<file path="src/rtl/oag_map.svh">
// Constants for the operand address generator
`ifndef OAG_MAP_SVH
`define OAG_MAP_SVH
`define OAG_RF_AW        8
`define OAG_MEM_AW       16
`define OAG_PAIR_MSB_ODD 1'b0
`define OAG_RESET_ADDR   16'h0000
`define OAG_RESET_BYTE   8'h00
`define OAG_PORT_REGS    16
`endif

</file>
<file path="src/rtl/oag_pkg.sv">
// Types for the operand address generator
package oag_pkg;
  typedef enum logic [2:0] {
    indirect_register_mode,
    indexed_rf_mode,
    indexed_mem_short_mode,
    indexed_mem_long_mode,
    direct_address_mode,
    relative_address_mode,
    immediate_operand_mode
  } mode_e;

  typedef enum logic [2:0] {
    register_load_instr,
    program_mem_load_instr,
    external_data_load_instr,
    absolute_jump_instr,
    call_instr,
    relative_jump_instr
  } instr_e;

  typedef enum logic [1:0] {
    target_none,
    target_regfile,
    target_memory,
    target_pc
  } target_e;
endpackage : oag_pkg

</file>
<file path="src/rtl/reg_pair_if.sv">
// Interface carrying working register reads between the top and its pair reader
`timescale 1ns/1ps
`default_nettype none
interface reg_pair_if;
  logic [3:0] sel;
  logic [7:0] byte_val;
  logic [15:0] pair_val;
  modport reader (input sel, output byte_val, output pair_val);
  modport user (output sel, input byte_val, input pair_val);
endinterface : reg_pair_if
`default_nettype wire

</file>
<file path="src/rtl/operand_address_generator.sv">
// Operand effective-address generator for an 8-bit core
`timescale 1ns/1ps
`default_nettype none
`include "oag_map.svh"
module operand_address_generator
  import oag_pkg::*;
(
  // Clock and reset
  input  wire logic        mclk,
  input  wire logic        reset,
  // Decoded instruction fields
  input  wire logic        req_valid,
  input  wire instr_e      instr,
  input  wire mode_e       mode,
  input  wire logic [3:0]  reg_sel,
  input  wire logic        use_pair,
  input  wire logic [7:0]  field8,
  input  wire logic [15:0] field16,
  input  wire logic [15:0] next_pc_in,
  // Working register writes
  input  wire logic        wr_en,
  input  wire logic [3:0]  wr_sel,
  input  wire logic [7:0]  wr_data,
  // Results
  output var logic         result_valid,
  output var logic         mode_error,
  output var target_e      target,
  output var logic [7:0]   rf_addr,
  output var logic [15:0]  mem_addr,
  output var logic [15:0]  new_pc,
  output var logic [7:0]   operand
);
  typedef struct packed {
    logic        pend;
    instr_e      instr;
    mode_e       mode;
    logic        use_pair;
    logic [7:0]  field8;
    logic [15:0] field16;
    logic [15:0] pc;
    logic        result_valid;
    logic        mode_error;
    target_e     target;
    logic [7:0]  rf_addr;
    logic [15:0] mem_addr;
    logic [15:0] new_pc;
    logic [7:0]  operand;
  } state_s;

  state_s st;
  state_s next_st;
  reg_pair_if wr_if ();

  ////////////////////////////////////////////////////////////////////////
  // Register reads take one cycle, so requests are held one stage
  // Low select bit is dropped for pair reads inside the bank
  assign wr_if.sel = reg_sel;

  working_regs #(.NREGS(`OAG_PORT_REGS)) u_regs (
    .mclk    (mclk),
    .reset   (reset),
    .wr_en   (wr_en),
    .wr_sel  (wr_sel),
    .wr_data (wr_data),
    .rd      (wr_if.reader)
  );

  ////////////////////////////////////////////////////////////////////////
  // Address formation
  always_comb
  begin
    logic mem_load;
    logic jump;
    logic [15:0] sext;
    mem_load = 1'b0;
    jump = 1'b0;
    sext = {{8{st.field8[7]}}, st.field8};
    next_st = st;
    next_st.pend = req_valid;
    next_st.instr = instr;
    next_st.mode = mode;
    next_st.use_pair = use_pair;
    next_st.field8 = field8;
    next_st.field16 = field16;
    // Core has already stepped the PC past the branch
    next_st.pc = next_pc_in;
    next_st.result_valid = st.pend;
    next_st.mode_error = 1'b0;
    next_st.target = target_none;
    mem_load = (st.instr == program_mem_load_instr) ||
               (st.instr == external_data_load_instr);
    jump = (st.instr == absolute_jump_instr) || (st.instr == call_instr);
    if (st.pend)
    begin
      unique case (st.mode)
        indirect_register_mode:
        begin
          // Byte register points in the file, pair points in memory
          if (st.use_pair)
          begin
            next_st.target = target_memory;
            next_st.mem_addr = wr_if.pair_val;
          end
          else
          begin
            next_st.target = target_regfile;
            next_st.rf_addr = wr_if.byte_val;
          end
        end
        indexed_rf_mode:
        begin
          if (st.instr == register_load_instr)
          begin
            next_st.target = target_regfile;
            // Kept at 8 bits so the index wraps inside the file
            next_st.rf_addr = st.field8 + wr_if.byte_val;
          end
          else
            next_st.mode_error = 1'b1;
        end
        indexed_mem_short_mode:
        begin
          if (mem_load)
          begin
            next_st.target = target_memory;
            next_st.mem_addr = wr_if.pair_val + sext;
          end
          else
            next_st.mode_error = 1'b1;
        end
        indexed_mem_long_mode:
        begin
          if (mem_load)
          begin
            next_st.target = target_memory;
            next_st.mem_addr = wr_if.pair_val + st.field16;
          end
          else
            next_st.mode_error = 1'b1;
        end
        direct_address_mode:
        begin
          if (jump)
          begin
            next_st.target = target_pc;
            next_st.new_pc = st.field16;
          end
          else if (mem_load)
          begin
            // Same address serves a source or a destination
            next_st.target = target_memory;
            next_st.mem_addr = st.field16;
          end
          else
            next_st.mode_error = 1'b1;
        end
        relative_address_mode:
        begin
          if (st.instr == relative_jump_instr)
          begin
            next_st.target = target_pc;
            // Wraps at the top of the 64K space, no carry out
            next_st.new_pc = st.pc + sext;
          end
          else
            next_st.mode_error = 1'b1;
        end
        immediate_operand_mode:
        begin
          next_st.target = target_none;
          // No lookup: the field itself is the operand
          next_st.operand = st.field8;
        end
        // Spare code is refused rather than guessed at
        default:
          next_st.mode_error = 1'b1;
      endcase
    end
  end

  ////////////////////////////////////////////////////////////////////////
  // State register
  always_ff @(posedge mclk or posedge reset)
  begin
    if (reset)
    begin
      st <= '0;
      // Enum fields named explicitly, not left to the zero fill
      st.instr <= register_load_instr;
      st.mode <= indirect_register_mode;
      st.target <= target_none;
    end
    else
      st <= next_st;
  end

  // Outputs straight from the state flops
  assign result_valid = st.result_valid;
  assign mode_error   = st.mode_error;
  assign target       = st.target;
  assign rf_addr      = st.rf_addr;
  assign mem_addr     = st.mem_addr;
  assign new_pc       = st.new_pc;
  assign operand      = st.operand;
endmodule : operand_address_generator
`default_nettype wire

</file>
<file path="src/rtl/working_regs.sv">
// Working register bank with registered byte and pair read ports
`timescale 1ns/1ps
`default_nettype none
`include "oag_map.svh"
module working_regs
  import oag_pkg::*;
#(
  parameter int NREGS = `OAG_PORT_REGS
)(
  // Clock and reset
  input  wire logic     mclk,
  input  wire logic     reset,
  // Register write from the core
  input  wire logic     wr_en,
  input  wire logic [3:0] wr_sel,
  input  wire logic [7:0] wr_data,
  // Read side
  reg_pair_if.reader    rd
);
  logic [7:0] mem [NREGS];
  logic [7:0] byte_q;
  logic [15:0] pair_q;
  logic [3:0] even_sel;
  logic [3:0] odd_sel;

  ////////////////////////////////////////////////////////////////////////
  // Pair starts on even register, high byte first
  assign even_sel = {rd.sel[3:1], `OAG_PAIR_MSB_ODD};
  assign odd_sel  = {rd.sel[3:1], 1'b1};

  // Storage and registered reads
  always_ff @(posedge mclk or posedge reset)
  begin
    if (reset)
    begin
      byte_q <= `OAG_RESET_BYTE;
      pair_q <= `OAG_RESET_ADDR;
    end
    else
    begin
      byte_q <= mem[rd.sel];
      pair_q <= {mem[even_sel], mem[odd_sel]};
    end
  end

  // Plain array write; contents undefined after reset like the real file
  always_ff @(posedge mclk)
  begin
    if (wr_en)
      mem[wr_sel] <= wr_data;
  end

  assign rd.byte_val = byte_q;
  assign rd.pair_val = pair_q;
endmodule : working_regs
`default_nettype wire
</file>
<file path="config.mk">
export PLATFORM = sky130hd
export DESIGN_NAME = operand_address_generator
export DESIGN_NICKNAME = d
export VERILOG_FILES = /design/src/rtl/oag_pkg.sv /design/src/rtl/reg_pair_if.sv /design/src/rtl/operand_address_generator.sv /design/src/rtl/working_regs.sv
export VERILOG_INCLUDE_DIRS = /design/src /design/src/rtl
export SDC_FILE = /design/constraint.sdc
export NUM_CORES = 1
export LEC_CHECK = 0
export ABC_CLOCK_PERIOD_IN_PS = 4900
export BUFFER_PORTS_ARGS = -buffer_cell sky130_fd_sc_hd__buf_2
export CAP_MARGIN = 10
export CORE_MARGIN = 4
export CORE_UTILIZATION = 40
export CTS_CLUSTER_DIAMETER = 30
export DETAILED_ROUTE_END_ITERATION = 7
export GPL_TIMING_DRIVEN = 0
export PLACE_DENSITY_LB_ADDON = 0.3
export RECOVER_POWER = 25
export SLEW_MARGIN = 20
export SYNTH_ARGS = -nofsm -noshare
export SYNTH_HDL_FRONTEND = slang
export SYNTH_SLANG_ARGS = --single-unit
</file>
<file path="constraint.sdc">
create_clock -name mclk -period 4.9 [get_ports mclk]
set_input_delay 0.245 -clock mclk [delete_from_list [all_inputs] [get_ports mclk]]
set_output_delay 0.245 -clock mclk [all_outputs]
set_load 0.005 [all_outputs]
</file>
==> results by group, run 1 <==
Critical path
  – Worst Setup End Kind: register
  – CP arrival: 4.30 ns
  – Worst setup SP type: register
  – Crit-path max FO: 10
  – Worst EP required: about 5.3 ns
  – Critical path's slowest cell: dfrtp_1
  – Critical path buffer and inverter count: 3
  – Family with the most delay on the worst path: compound AO/OA/AOI/OAI gates
  – CP Cell Sequence: nor2b_1, and2_1, buf_2, buf_1, nand2_1, nand2_1, ha_1, inv_1, fa_1, o21ai_0, a21oi_1, a21oi_1, or3_1, nand3_1
  – Crit-path max cell delay: ~0.54 ns
  – CP Class: register to register

Routing
  – DR vias: around 8900
  – DRC: 0
  – Routed WL per cell: between 20 and 25 um
  – Iteration-0 DRC count of the detailed router: 650
  – Drt total wl: roughly 34000 um
  – DR pass1 iterations: 6
  – Number of vias per cell: between 5 and 6
  – Final ANT Viol Nets: 0

Global routing
  – Pin count of the biggest net entering global routing: 70
  – M2 GR Usage: roughly 34%
  – GRT Resource Usage Total: around a fifth
  – Met1 Resource Use GR: between 20% and 30%
  – Initial antenna violation count: 4
  – Vias in the first global route: 9008
  – Most used routing layer: met2
  – GRT met3 Usage: ~4.2%
  – Total grt overflow: 0
  – Global-route wire length before repair: ~52000 um

Placement
  – RePlAce Congestion: around 0.9
  – Placed Instances: 1481
  – Dpl hpwl: between 20000 and 25000 um
  – Pre-CTS worst setup slack: between 1 and 1.5 ns
  – Cell Area, Placed: 13870 um^2
  – # port buffers: 115

Timing
  – Least-Margin Pin Slew: approximately 1.1 ns
  – Unrepaired setup endpoints after global routing: no
  – Final hold violations: 0
  – Final setup violating endpoints: 0
  – Crit share post-route: around four fifths
  – Pins Over Slew Limit: 0
  – Slew HR: around 28%
  – Fmax: 258.7 MHz
  – Min Tclk post-route: around 3.9 ns
  – Setup ws final: between 1 and 1.5 ns
  – Layout Skew: between 0.02 and 0.03 ns
  – TNS Setup: 0 ns

Yosys
  – Register area share after synthesis: between 50% and 60%
  – Async SR Flop Fraction: 49.21%
  – Prevailing post-synth register cell: edfxtp_1
  – Synth top area cells: edfxtp_1 (30%), dfrtp_1 (24%), mux4_2 (13%)
  – Post-synth EDFFs: 128
  – Cells after Synth: between 900 and 1000
  – Mapped Area: about 13000 um^2
  – Syn_nets: approximately 1100
  – Netlist cell types: 71
  – Yosys reg bits: 252
  – Proportion of netlist area held by the largest area contributor: 30.25%
  – Synth area leader: edfxtp_1
  – Mean Syn Cell Area: between 10 and 15 um^2
  – Yosys warns: 0

Min path
  – Worst hold path class: input pin to register

CTS
  – TritonCTS clock tree: yes
  – H-tree depth: 2
  – Post-CTS Setup Bufs: 0
  – # clock sinks: roughly 250
  – Clock buffer count from CTS: 55
  – Clk pin slew, worst setup/hold paths: 0.05 ns
  – Clk_lat worst skew: about 0.57 ns
  – CTS Hold Bufs: ~50
  – CTS Root Cell: clkbuf_16
  – CTS max path bufs: 3
  – Post-CTS Resized: 0

Final layout
  – Final #Nets: around 1300
  – Area Overhead vs Synth: 28.15%
  – Cell area after layout: 16290 um^2
  – Fill count: between 2000 and 3000
  – Multi-input logic area: 5122 um^2
  – Reg area: about 6900 um^2
  – Layout cell share with drive strength beyond 1: between 30 and 40%
  – Post-Layout Cell Count: 1636

Run status
  – Outcome: complete, no violations

Floorplanning
  – Initial Util: about two fifths
  – FP Rows: 65
  – I/O pin count: between 100 and 150
  – Core area: about 31000 um^2
  – Die H: between 150 and 200 um
  – Die width: 186.2 um
  – Die ar.: about 35000 um^2

Pwr
  – VDD IR-drop max: around 0.28 mV
  – Pwr Total: 7369 uW
  – Standby leakage power: a little under 0.007 uW
  – PD cells: between 400 and 500 nW/um^2

Flow run
  – MaxCap Viol Count: 0
cells by family (layout without fill, tap and decap cells):
kind of cell               after synthesis  in the layout  synth area share, %
adders and majority gates               44             44                4.509
buffers and inverters                  115            387                5.189
DFF                                    252            252                54.66
and+or+nand+nor                        227            227                8.605
AOI/OAI and AO/OA                      194            194                9.905
other                                    0              3                    0
xor gates and xnor gates                26             26                1.851
muxes                                  101            101                15.28
per-stage QoR:
| stage | hold slack, ns | util [%] |
|---|---|---|
| after floorplan | 0.2764 | - |
| after global placement | 0.3549 | 43.80 |
| after detailed placement | 0.3241 | 44.07 |
| after CTS | 0.04299 | 51.75 |
| after global routing | 0.09075 | 51.72 |
| final | 0.1003 | 51.74 |
sequential cells by signal, indices dropped and copies added (netlist names):
| register | count |
|---|---|
| result_valid | 1 |
| mem_addr | 16 |
| u_regs.rd.pair_val | 16 |
| st | 47 |
| operand | 8 |
| u_regs.mem | 128 |
| new_pc | 16 |
| next_st | 1 |
| u_regs.rd.byte_val | 8 |
| mode_error | 1 |
| target | 2 |
| rf_addr | 8 |
synth_stat cells, types with 5 or more instances:
cell type / count
a211oi_1: 6
a21o_1: 19
a21oi_1: 51
a221oi_1: 9
a22oi_1: 7
a31oi_1: 10
and2_1: 5
and3_1: 10
buf_2: 20
buf_4: 52
clkbuf_1: 24
dfrtp_1: 124
edfxtp_1: 128
ha_1: 41
inv_1: 17
mux2_2: 24
mux2i_1: 5
mux4_2: 72
nand2_1: 90
nand3_1: 20
nor2_1: 49
nor2b_1: 5
nor3_1: 18
o21ai_0: 52
xnor2_1: 17
xor2_1: 8
where the power goes:
| group | switching (uW) | leakage [uW] | total, uW | internal (uW) |
|---|---|---|---|---|
| clock | 1320 | 0.000927 | 3760 | 2440 |
| combinational | 521 | 0.00315 | 1080 | 555 |
| sequential | 118 | 0.00265 | 2530 | 2410 |
| total | 1960 | 0.00673 | 7370 | 5410 |
path summary, 6_finish.rpt:
| check | from | end | slack (ns) | cells past startpoint |
|---|---|---|---|---|
| max in group asynchronous | reset | st[53]$_DFF_PP0_ | 3.92 | 4 |
| setup reg to reg | st[94]$_DFF_PP0_ | mem_addr[14]$_DFFE_PP0P_ | 1.03 | 14 |
| min in group asynchronous | reset | st[91]$_DFF_PP0_ | 0.26 | 3 |
| setup / recovery | st[94]$_DFF_PP0_ | mem_addr[14]$_DFFE_PP0P_ | 1.03 | 14 |
| hold / removal | wr_sel[1] | u_regs.mem[4][0]$_DFFE_PP_ | 0.10 | 2 |
| hold reg to reg | next_st[51]$_DFF_PP0_ | result_valid$_DFF_PP0_ | 0.40 | 0 |
metal layers:
layer / routed length (um) / up-vias
li1: - / 4080
met1: 14140 / 4368
met2: 16700 / 377
met3: 2493 / 64
met4: 939 / 0
met5: 0 / -
cell type report:
type | count | area share [%]
Inverter | 17 | 0.4226
Antenna cell | 3 | 0.04610
Tap cell | 402 | 3.089
Timing Repair Buffer | 169 | 6.838
Clock inverter | 44 | 3.035
Multi-Input combinational cell | 592 | 31.45
Buffer | 98 | 3.657
Clock buffer | 59 | 8.805
Sequential cell | 252 | 42.66
layout by cell type (no fill, tap or decap), types with 49 or more instances in the layout:
cell           synthesis  routed
a21oi_1               51      51
buf_2                 20     127
buf_4                 52      56
clkbuf_16              0      57
dfrtp_1              124     124
dlygate4sd3_1          0      49
edfxtp_1             128     128
mux4_2                72      72
nand2_1               90      90
nor2_1                49      49
o21ai_0               52      52
Power figures use the tool's default switching activity.
==> inputs of run 2 (changes only) <==
Settings changed: ABC_AREA set to 1, ABC_CLOCK_PERIOD_IN_PS 4900 to 4050.
Clock period 4.9 ns to 4.05 ns, I/O delays scaled along.
==> run 2 against run 1 <==
- routed wire length is 8.8% higher
- worst hold slack improved by 0.085 ns
- utilization rose by 0.058 points
- largest cell class unchanged
- largest power group unchanged
==> results by group, run 2 <==
Run status
  – Outcome: complete, no violations

Yosys
  – Synth area leader: edfxtp_1
  – Proportion of netlist area held by the largest area contributor: 29.88% (-0.36 points)
  – Syn_nets: 1534 (+43%)
  – Yosys warns: 0 (unchanged)
  – Mapped Area: 12860 um^2 (+1.2%)
  – Mean Syn Cell Area: 9.040 um^2 (-32%)
  – Netlist cell types: 40 (-44%)
  – Yosys reg bits: 252 (unchanged)
  – Most numerous cell in the Yosys netlist: nand2_1
  – Cells after Synth: 1423 (+48%)
  – Async SR Flop Fraction: 49.21% (unchanged)
  – Most frequent cells after synthesis: nand2_1 (380), inv_1 (146), edfxtp_1 (128)
  – Post-synth EDFFs: 128 (unchanged)
  – Register area share after synthesis: 54.00% (-0.66 points)
  – Prevailing post-synth register cell: edfxtp_1
  – Synth top area cells: edfxtp_1 (30%), dfrtp_1 (24%), nand2_1 (11%)

Critical path
  – Crit-path max FO: 10 (unchanged)
  – Crit-path max cell delay: 0.40 ns (-0.14 ns)
  – Worst EP required: 4.54 ns (-0.80 ns)
  – Worst setup SP type: register
  – Worst Setup End Kind: register
  – CP Cell Sequence: buf_2, inv_2, nand3_1, clkbuf_1, nand2_1, o21ai_0, ha_1, inv_1, fa_1, inv_1, nand3_1, nand2_1, nand2_1, nand2_1, nand2_1, nand3_1, nand3_1, a21oi_1
  – CP Class: register to register
  – CP arrival: 3.47 ns (-0.83 ns)
  – Most Frequent Cell on Critical Path: nand2_1
  – Critical path's slowest cell: fa_1

Placement
  – Pre-CTS worst setup slack: 1.098 ns (+0.03528 ns)
  – # port buffers: 117 (+1.7%)
  – RePlAce Congestion: 0.9562 (+8.6%)
  – Placed Instances: 1943 (+31%)
  – Dpl hpwl: 27090 um (+12%)

Pwr
  – VDD IR-drop max: 0.3231 mV (+14%)
  – Clk pwr share: 51.1% (about the same)
  – Pint: 6589 uW (+22%)
  – P_sw: 2286 uW (+17%)
  – Sequential share of power: 34.3% (about the same)
  – PD cells: 541.5 nW/um^2 (+20%)
  – Comb pwr share: 14.6% (about the same)
  – Standby leakage power: 0.007698 uW (+14%)
  – Sw frac: 25.76% (-0.84 points)

Final layout
  – Most frequent cells in the layout: nand2_1 (380), inv_1 (145), edfxtp_1 (128), dfrtp_1 (124), buf_2 (119)
  – Post-Layout Cell Count: 2095 (+28%)
  – Layout cell share with drive strength beyond 1: 17.42% (-15 points)
  – Reg with most FFs: u_regs.mem
  – Commonest non-fill, non-tap cell in the layout: nand2_1
  – Util after Layout: 51.80% (+0.058 points)
  – Largest regs: u_regs.mem (128), st (47)
  – Fill count: 2873 (+8.6%)
  – Largest register FFs: 128 (unchanged)
  – Final #Nets: 1758 (+36%)
  – Antenna cells: 0 (-3)
  – Area Overhead vs Synth: 27.40%

CTS
  – CTS max path bufs: 3 (unchanged)
  – Post-CTS Setup Bufs: 0 (unchanged)
  – H-tree depth: 2 (unchanged)
  – Clk_lat worst skew: 0.57 ns (about the same)
  – CTS Root Cell: clkbuf_16
  – TritonCTS clock tree: yes
  – # clock sinks: 252 (unchanged)
  – Clk pin slew, worst setup/hold paths: 0.05 ns (about the same)
  – Clock buffer count from CTS: 55 (unchanged)

Global routing
  – Vias in the first global route: 10530 (+17%)
  – Total grt overflow: 0 (unchanged)
  – GRT Resource Usage Total: 20.94% (+1.3 points)
  – Global-route wire length before repair: 57670 um (+12%)
  – Pin count of the biggest net entering global routing: 79 (+13%)
  – Initial antenna violation count: 0 (-4)

Flow run
  – MaxCap Viol Count: 0 (unchanged)

Routing
  – DR vias: 10540 (+19%)
  – Number of vias per cell: 5.031 (-7.4%)
  – DR pass1 iterations: 8 (+2)
  – DRC: 0 (unchanged)
  – Iteration-0 DRC count of the detailed router: 672 (+3.4%)
  – Routed WL per cell: 17.79 um (-15%)
  – Drt total wl: 37270 um (+8.8%)
  – Final ANT Viol Nets: 0 (unchanged)

Timing
  – Final hold violations: 0 (unchanged)
  – Slew HR: 32.66% (+5.0 points)
  – Setup ws final: 1.069 ns (+0.03469 ns)
  – Layout Skew: 0.01211 ns (-0.01421 ns)
  – TNS Setup: 0 ns (unchanged)
  – Fmax: 335.4 MHz (+30%)
  – Final setup violating endpoints: 0 (unchanged)
  – Least-Margin Pin Slew: 1.010 ns (-0.07097 ns)
  – Crit share post-route: 73.61% (-5.3 points)
  – Hold slack: 0.1856 ns (+0.08533 ns)
  – Unrepaired setup endpoints after global routing: no
  – Min Tclk post-route: 2.981 ns (-0.8847 ns)
  – Pins Over Slew Limit: 0 (unchanged)

Floorplanning
  – Die H: 187.3 um (+0.58%)
  – Core area: 31640 um^2 (+0.52%)
  – Die width: 187.3 um (+0.58%)
  – Die ar.: 35090 um^2 (+1.2%)
  – Initial Util: 40.66% (+0.28 points)
  – I/O pin count: 119 (unchanged)
  – FP Rows: 65 (unchanged)

Min path
  – Worst hold path class: input pin to register
==> run 2: cell types whose count changed after synthesis, sizes merged, moves of 44 or more <==
cell,delta
a21oi,+44
inv,+135
mux4,-72
nand2,+296
nand3,+76
nor2,+48
==> run 2: cells by family after synthesis <==
family / share of synthesized area (%)
AOI/OAI and AO/OA: 10.15
xor gates and xnor gates: 0.4766
adders and majority gates: 4.455
buffers and inverters: 9.114
DFF: 54.00
muxes: 2.315
and+or+nand+nor: 19.48
==> run 2: power by group through the flow <==
stage	logic (uW)	clock network (uW)	registers, uW
after floorplan	853	0	3020
after global placement	1240	0	3070
after detailed placement	1260	0	3080
after CTS	1300	4600	3040
after global routing	1460	4750	3060
final	1300	4540	3040
==> run 2: worst paths after layout <==
| check | from | depth (start not counted) | endpoint | slack, ns |
|---|---|---|---|---|
| worst max-delay path | st[95]$_DFF_PP0_ | 18 | mem_addr[12]$_DFFE_PP0P_ | 1.07 |
| worst min register to register | next_st[51]$_DFF_PP0_ | 0 | result_valid$_DFF_PP0_ | 0.46 |
| max in group asynchronous | reset | 4 | st[81]$_DFF_PP0_ | 3.11 |
| worst min-delay path | reg_sel[3] | 4 | u_regs.rd.pair_val[0]$_DFF_PP0_ | 0.19 |
| min in group asynchronous | reset | 3 | st[64]$_DFF_PP0_ | 0.22 |
| worst max register to register | st[95]$_DFF_PP0_ | 18 | mem_addr[12]$_DFFE_PP0P_ | 1.07 |
==> run 2: repair_timing <==
action / 4_1_cts / 5_1_grt
endpoints found under the setup margin: 0 / 0
hold buffers: 49 / 0
gates resized for setup: 0 / 0
hold endpoints to repair: 94 / 0
==> run 2: through the flow <==
stage / cell area [um^2] / power, uW
3_3_place_gp: 13950 / 4311
2_1_floorplan: 12860 / 3877
3_5_place_dp: 13980 / 4334
5_1_grt: 16390 / 9268
4_1_cts: 16400 / 8943
6_report: 16390 / 8875
==> run 2: metal layers <==
| metal | track usage [%] | routed length (um) | vias up |
|---|---|---|---|
| li1 | - | - | 5153 |
| met1 | 26.53 | 15760 | 4997 |
| met2 | 35.91 | 18210 | 316 |
| met3 | 4.143 | 2166 | 73 |
| met4 | 7.281 | 1128 | 0 |
| met5 | 0 | 0 | - |
==> run 2: layout make-up <==
type                       instances  area, um^2  area share (%)
inverter                         154       583.1           3.558
clock buffer                      68        1476           9.009
timing repair buffer             167        1094           6.673
clock inverter                    35       446.7           2.726
buffer                            98       594.3           3.627
tap                              402       503.0           3.069
sequential                       252        6947           42.39
multi-input combinational        919        4745           28.95
==> run 2: worst max-delay path: cells and delay by family (launching register included) <==
family | cells | cell delay [ns]
AO/OA/AOI/OAI | 2 | 0.25
buffers and inverters | 5 | 0.84
flip-flops | 1 | 0.37
AND/OR/NAND/NOR | 9 | 0.83
adder cells (fa/ha/maj) | 2 | 0.62
==> inputs of run 3 (changes only) <==
Settings changed: ABC_CLOCK_PERIOD_IN_PS 4050 to 3020.
Clock period 4.05 ns to 3.02 ns, I/O delays scaled along.
==> run 3 against run 2 <==
- the run now ends with max-capacitance violations, max-slew violations left
- first-iteration DRC count decreased by 1.9%
- fmax grew 4.9%
- cell count about the same
- count of clock-buffer cells in the layout is 15 lower
==> results by group, run 3 (synthesis results as in run 2) <==
CTS
  – CTS Root Cell: clkbuf_16
  – H-tree depth: 2 (unchanged)
  – Clk pin slew, worst setup/hold paths: 0.05 ns (about the same)
  – # clock sinks: 252 (unchanged)
  – Clock buffer count from CTS: 49 (-11%)
  – Clk_lat worst skew: 0.58 ns (about the same)
  – TritonCTS clock tree: yes
  – CTS max path bufs: 3 (unchanged)

Pwr
  – Standby leakage power: 0.007676 uW (-0.28%)
  – VDD IR-drop max: 0.4694 mV (+45%)
  – PD cells: 718.7 nW/um^2 (+33%)
  – Pwr Total: 11790 uW (+33%)
  – Sequential share of power: 34.6% (+0.3 points)
  – Pint: 8693 uW (+32%)
  – Clk pwr share: 50.7% (-0.4 points)
  – P_sw: 3093 uW (+35%)
  – Comb pwr share: 14.8% (+0.2 points)
  – Sw frac: 26.24% (+0.48 points)

Final layout
  – Multi-input logic area: 4752 um^2 (+0.16%)
  – Area Overhead vs Synth: 27.49% (about the same)
  – Antenna cells: 0 (unchanged)
  – Largest regs: u_regs.mem (128), st (47)
  – Cell area after layout: 16400 um^2 (about the same)
  – Fill count: 2862 (-0.38%)
  – Reg with most FFs: u_regs.mem
  – Final #Nets: 1761 (+0.17%)
  – Most frequent cells in the layout: nand2_1 (380), inv_1 (145), edfxtp_1 (128), dfrtp_1 (124), buf_2 (118)
  – Layout cell share with drive strength beyond 1: 17.56% (+0.14 points)
  – Commonest non-fill, non-tap cell in the layout: nand2_1
  – Reg area: 6947 um^2 (unchanged)
  – Largest register FFs: 128 (unchanged)

Placement
  – Dpl hpwl: 27390 um (+1.1%)
  – # port buffers: 117 (unchanged)
  – Cell Area, Placed: 14040 um^2 (+0.37%)
  – RePlAce Congestion: 1.012 (+5.8%)
  – Pre-CTS worst setup slack: 0.07418 ns (-1.024 ns)

Global routing
  – Global-route wire length before repair: 57840 um (+0.30%)
  – Initial antenna violation count: 0 (unchanged)
  – Pin count of the biggest net entering global routing: 36 (-54%)
  – GRT Resource Usage Total: 20.89% (-0.053 points)
  – Vias in the first global route: 10430 (-0.94%)
  – Total grt overflow: 0 (unchanged)

Critical path
  – Crit-path max FO: 10 (unchanged)
  – CP Class: register to register
  – CP arrival: 3.31 ns (-0.16 ns)
  – Worst Setup End Kind: register
  – Worst setup SP type: register
  – Worst EP required: 3.49 ns (-1.05 ns)

Timing
  – Crit share post-route: 94.07% (+20 points)
  – Slew HR: -21.16% (-54 points)
  – Setup ws final: 0.1790 ns (-0.8897 ns)
  – TNS Setup: 0 ns (unchanged)
  – Unrepaired setup endpoints after global routing: no
  – Final hold violations: 0 (unchanged)
  – Pins Over Slew Limit: 59 (+59)
  – Least-Margin Pin Slew: 1.817 ns (+0.8073 ns)
  – Final setup violating endpoints: 0 (unchanged)
  – Layout Skew: 0.03336 ns (+0.02125 ns)
  – Fmax: 352.0 MHz (+4.9%)
  – Min Tclk post-route: 2.841 ns (-0.1403 ns)

Routing
  – DR vias: 10600 (+0.56%)
  – Number of vias per cell: 5.064 (+0.66%)
  – Final ANT Viol Nets: 0 (unchanged)
  – DRC: 0 (unchanged)
  – Routed WL per cell: 17.70 um (-0.50%)
  – DR pass1 iterations: 6 (-2)
  – Iteration-0 DRC count of the detailed router: 659 (-1.9%)
  – Drt total wl: 37050 um (-0.60%)

Flow run
  – MaxCap Viol Count: 2 (+2)

Floorplanning
  – Die H: 187.3 um (unchanged)
  – I/O pin count: 119 (unchanged)
  – Die ar.: 35090 um^2 (unchanged)
  – Core area: 31640 um^2 (unchanged)
  – Initial Util: 40.66% (unchanged)
  – Die width: 187.3 um (unchanged)
  – FP Rows: 65 (unchanged)

Min path
  – Worst hold path class: input pin to async pin

Run status
  – Failing checks: max-capacitance violations, max-slew violations
  – Outcome: finished, violations left
## run 3: cell count changes in the layout (fill, tap and decap cells not counted), moves of 3 or more
cell,before,now
clkbuf_16,56,49
dlygate4sd3_1,49,55
clkbuf_1,50,45
clkinv_2,8,4
inv_6,4,8
bufinv_16,8,11
clkinv_1,8,5
clkinvlp_4,2,5
## run 3: final cells by class
cell class / count / share of cell area, %
well taps: 402 / 3.067
inverters: 154 / 3.532
flip-flops and latches: 252 / 42.36
clock inverters: 39 / 3.632
repair buffers: 176 / 7.149
clock buffers: 53 / 7.630
multi-input cells: 919 / 28.98
plain buffers: 98 / 3.655
## run 3: path summary, 6_finish.rpt
check                                      start                         endpoint  slack (ns)  depth (start not counted)
min in group mclk                     reg_sel[3]  u_regs.rd.pair_val[3]$_DFF_PP0_        0.10                          4
hold reg to reg            next_st[51]$_DFF_PP0_           result_valid$_DFF_PP0_        0.46                          0
max in group asynchronous                  reset           operand[6]$_DFFE_PP0P_        1.00                          4
hold / removal                             reset                 st[59]$_DFF_PP0_        0.06                          3
setup reg to reg                st[95]$_DFF_PP0_         mem_addr[12]$_DFFE_PP0P_        0.18                         17
setup / recovery                st[95]$_DFF_PP0_         mem_addr[12]$_DFFE_PP0P_        0.18                         17
## run 3: critical path, stage by stage, from the launching register on
cell      delay [ns]
dfrtp_1         0.41
buf_2           0.19
inv_2           0.12
nand3_2         0.13
clkbuf_4        0.22
o21ai_1         0.14
ha_2            0.22
inv_1           0.06
fa_1            0.40
inv_1           0.13
nand3_1         0.08
nand2_1         0.12
nand2_1         0.09
nand2_1         0.09
nand2_1         0.07
nand3_1         0.06
nand3_1         0.08
a21oi_1         0.15
## run 3: routing by layer
layer | up-vias | share of wire [%] | track usage [%]
li1 | 5159 | - | -
met4 | 0 | 2.8 | 6.968
met1 | 5050 | 42 | 26.70
met5 | - | 0 | 0
met2 | 323 | 49 | 35.88
met3 | 66 | 5.7 | 3.882
## run 3: what timing repair did
item	in CTS	in global routing
setup endpoints to repair	0	14
hold buffers	55	0
resized for setup	0	11
buffers inserted	0	0
hold endpoints to repair	203	0
## run 3: stage by stage
step / cells / utilization (%) / hold WS [ns]
floorplan: 1423 / - / 0.1824
global placement: 1942 / 44.11 / 0.2606
detailed placement: 1946 / 44.37 / 0.08943
CTS: 2093 / 51.94 / 0.02908
global route: 2093 / 51.84 / 0.07284
finish: 2093 / 51.84 / 0.05901
## run 3: power by group through the flow
stage,sequential [uW],combinational (uW),clock [uW]
4_1_cts,4070,1760,6060
3_3_place_gp,4120,1660,0
6_report,4070,1740,5970
3_5_place_dp,4130,1690,0
2_1_floorplan,4060,1140,0
5_1_grt,4100,1960,6260
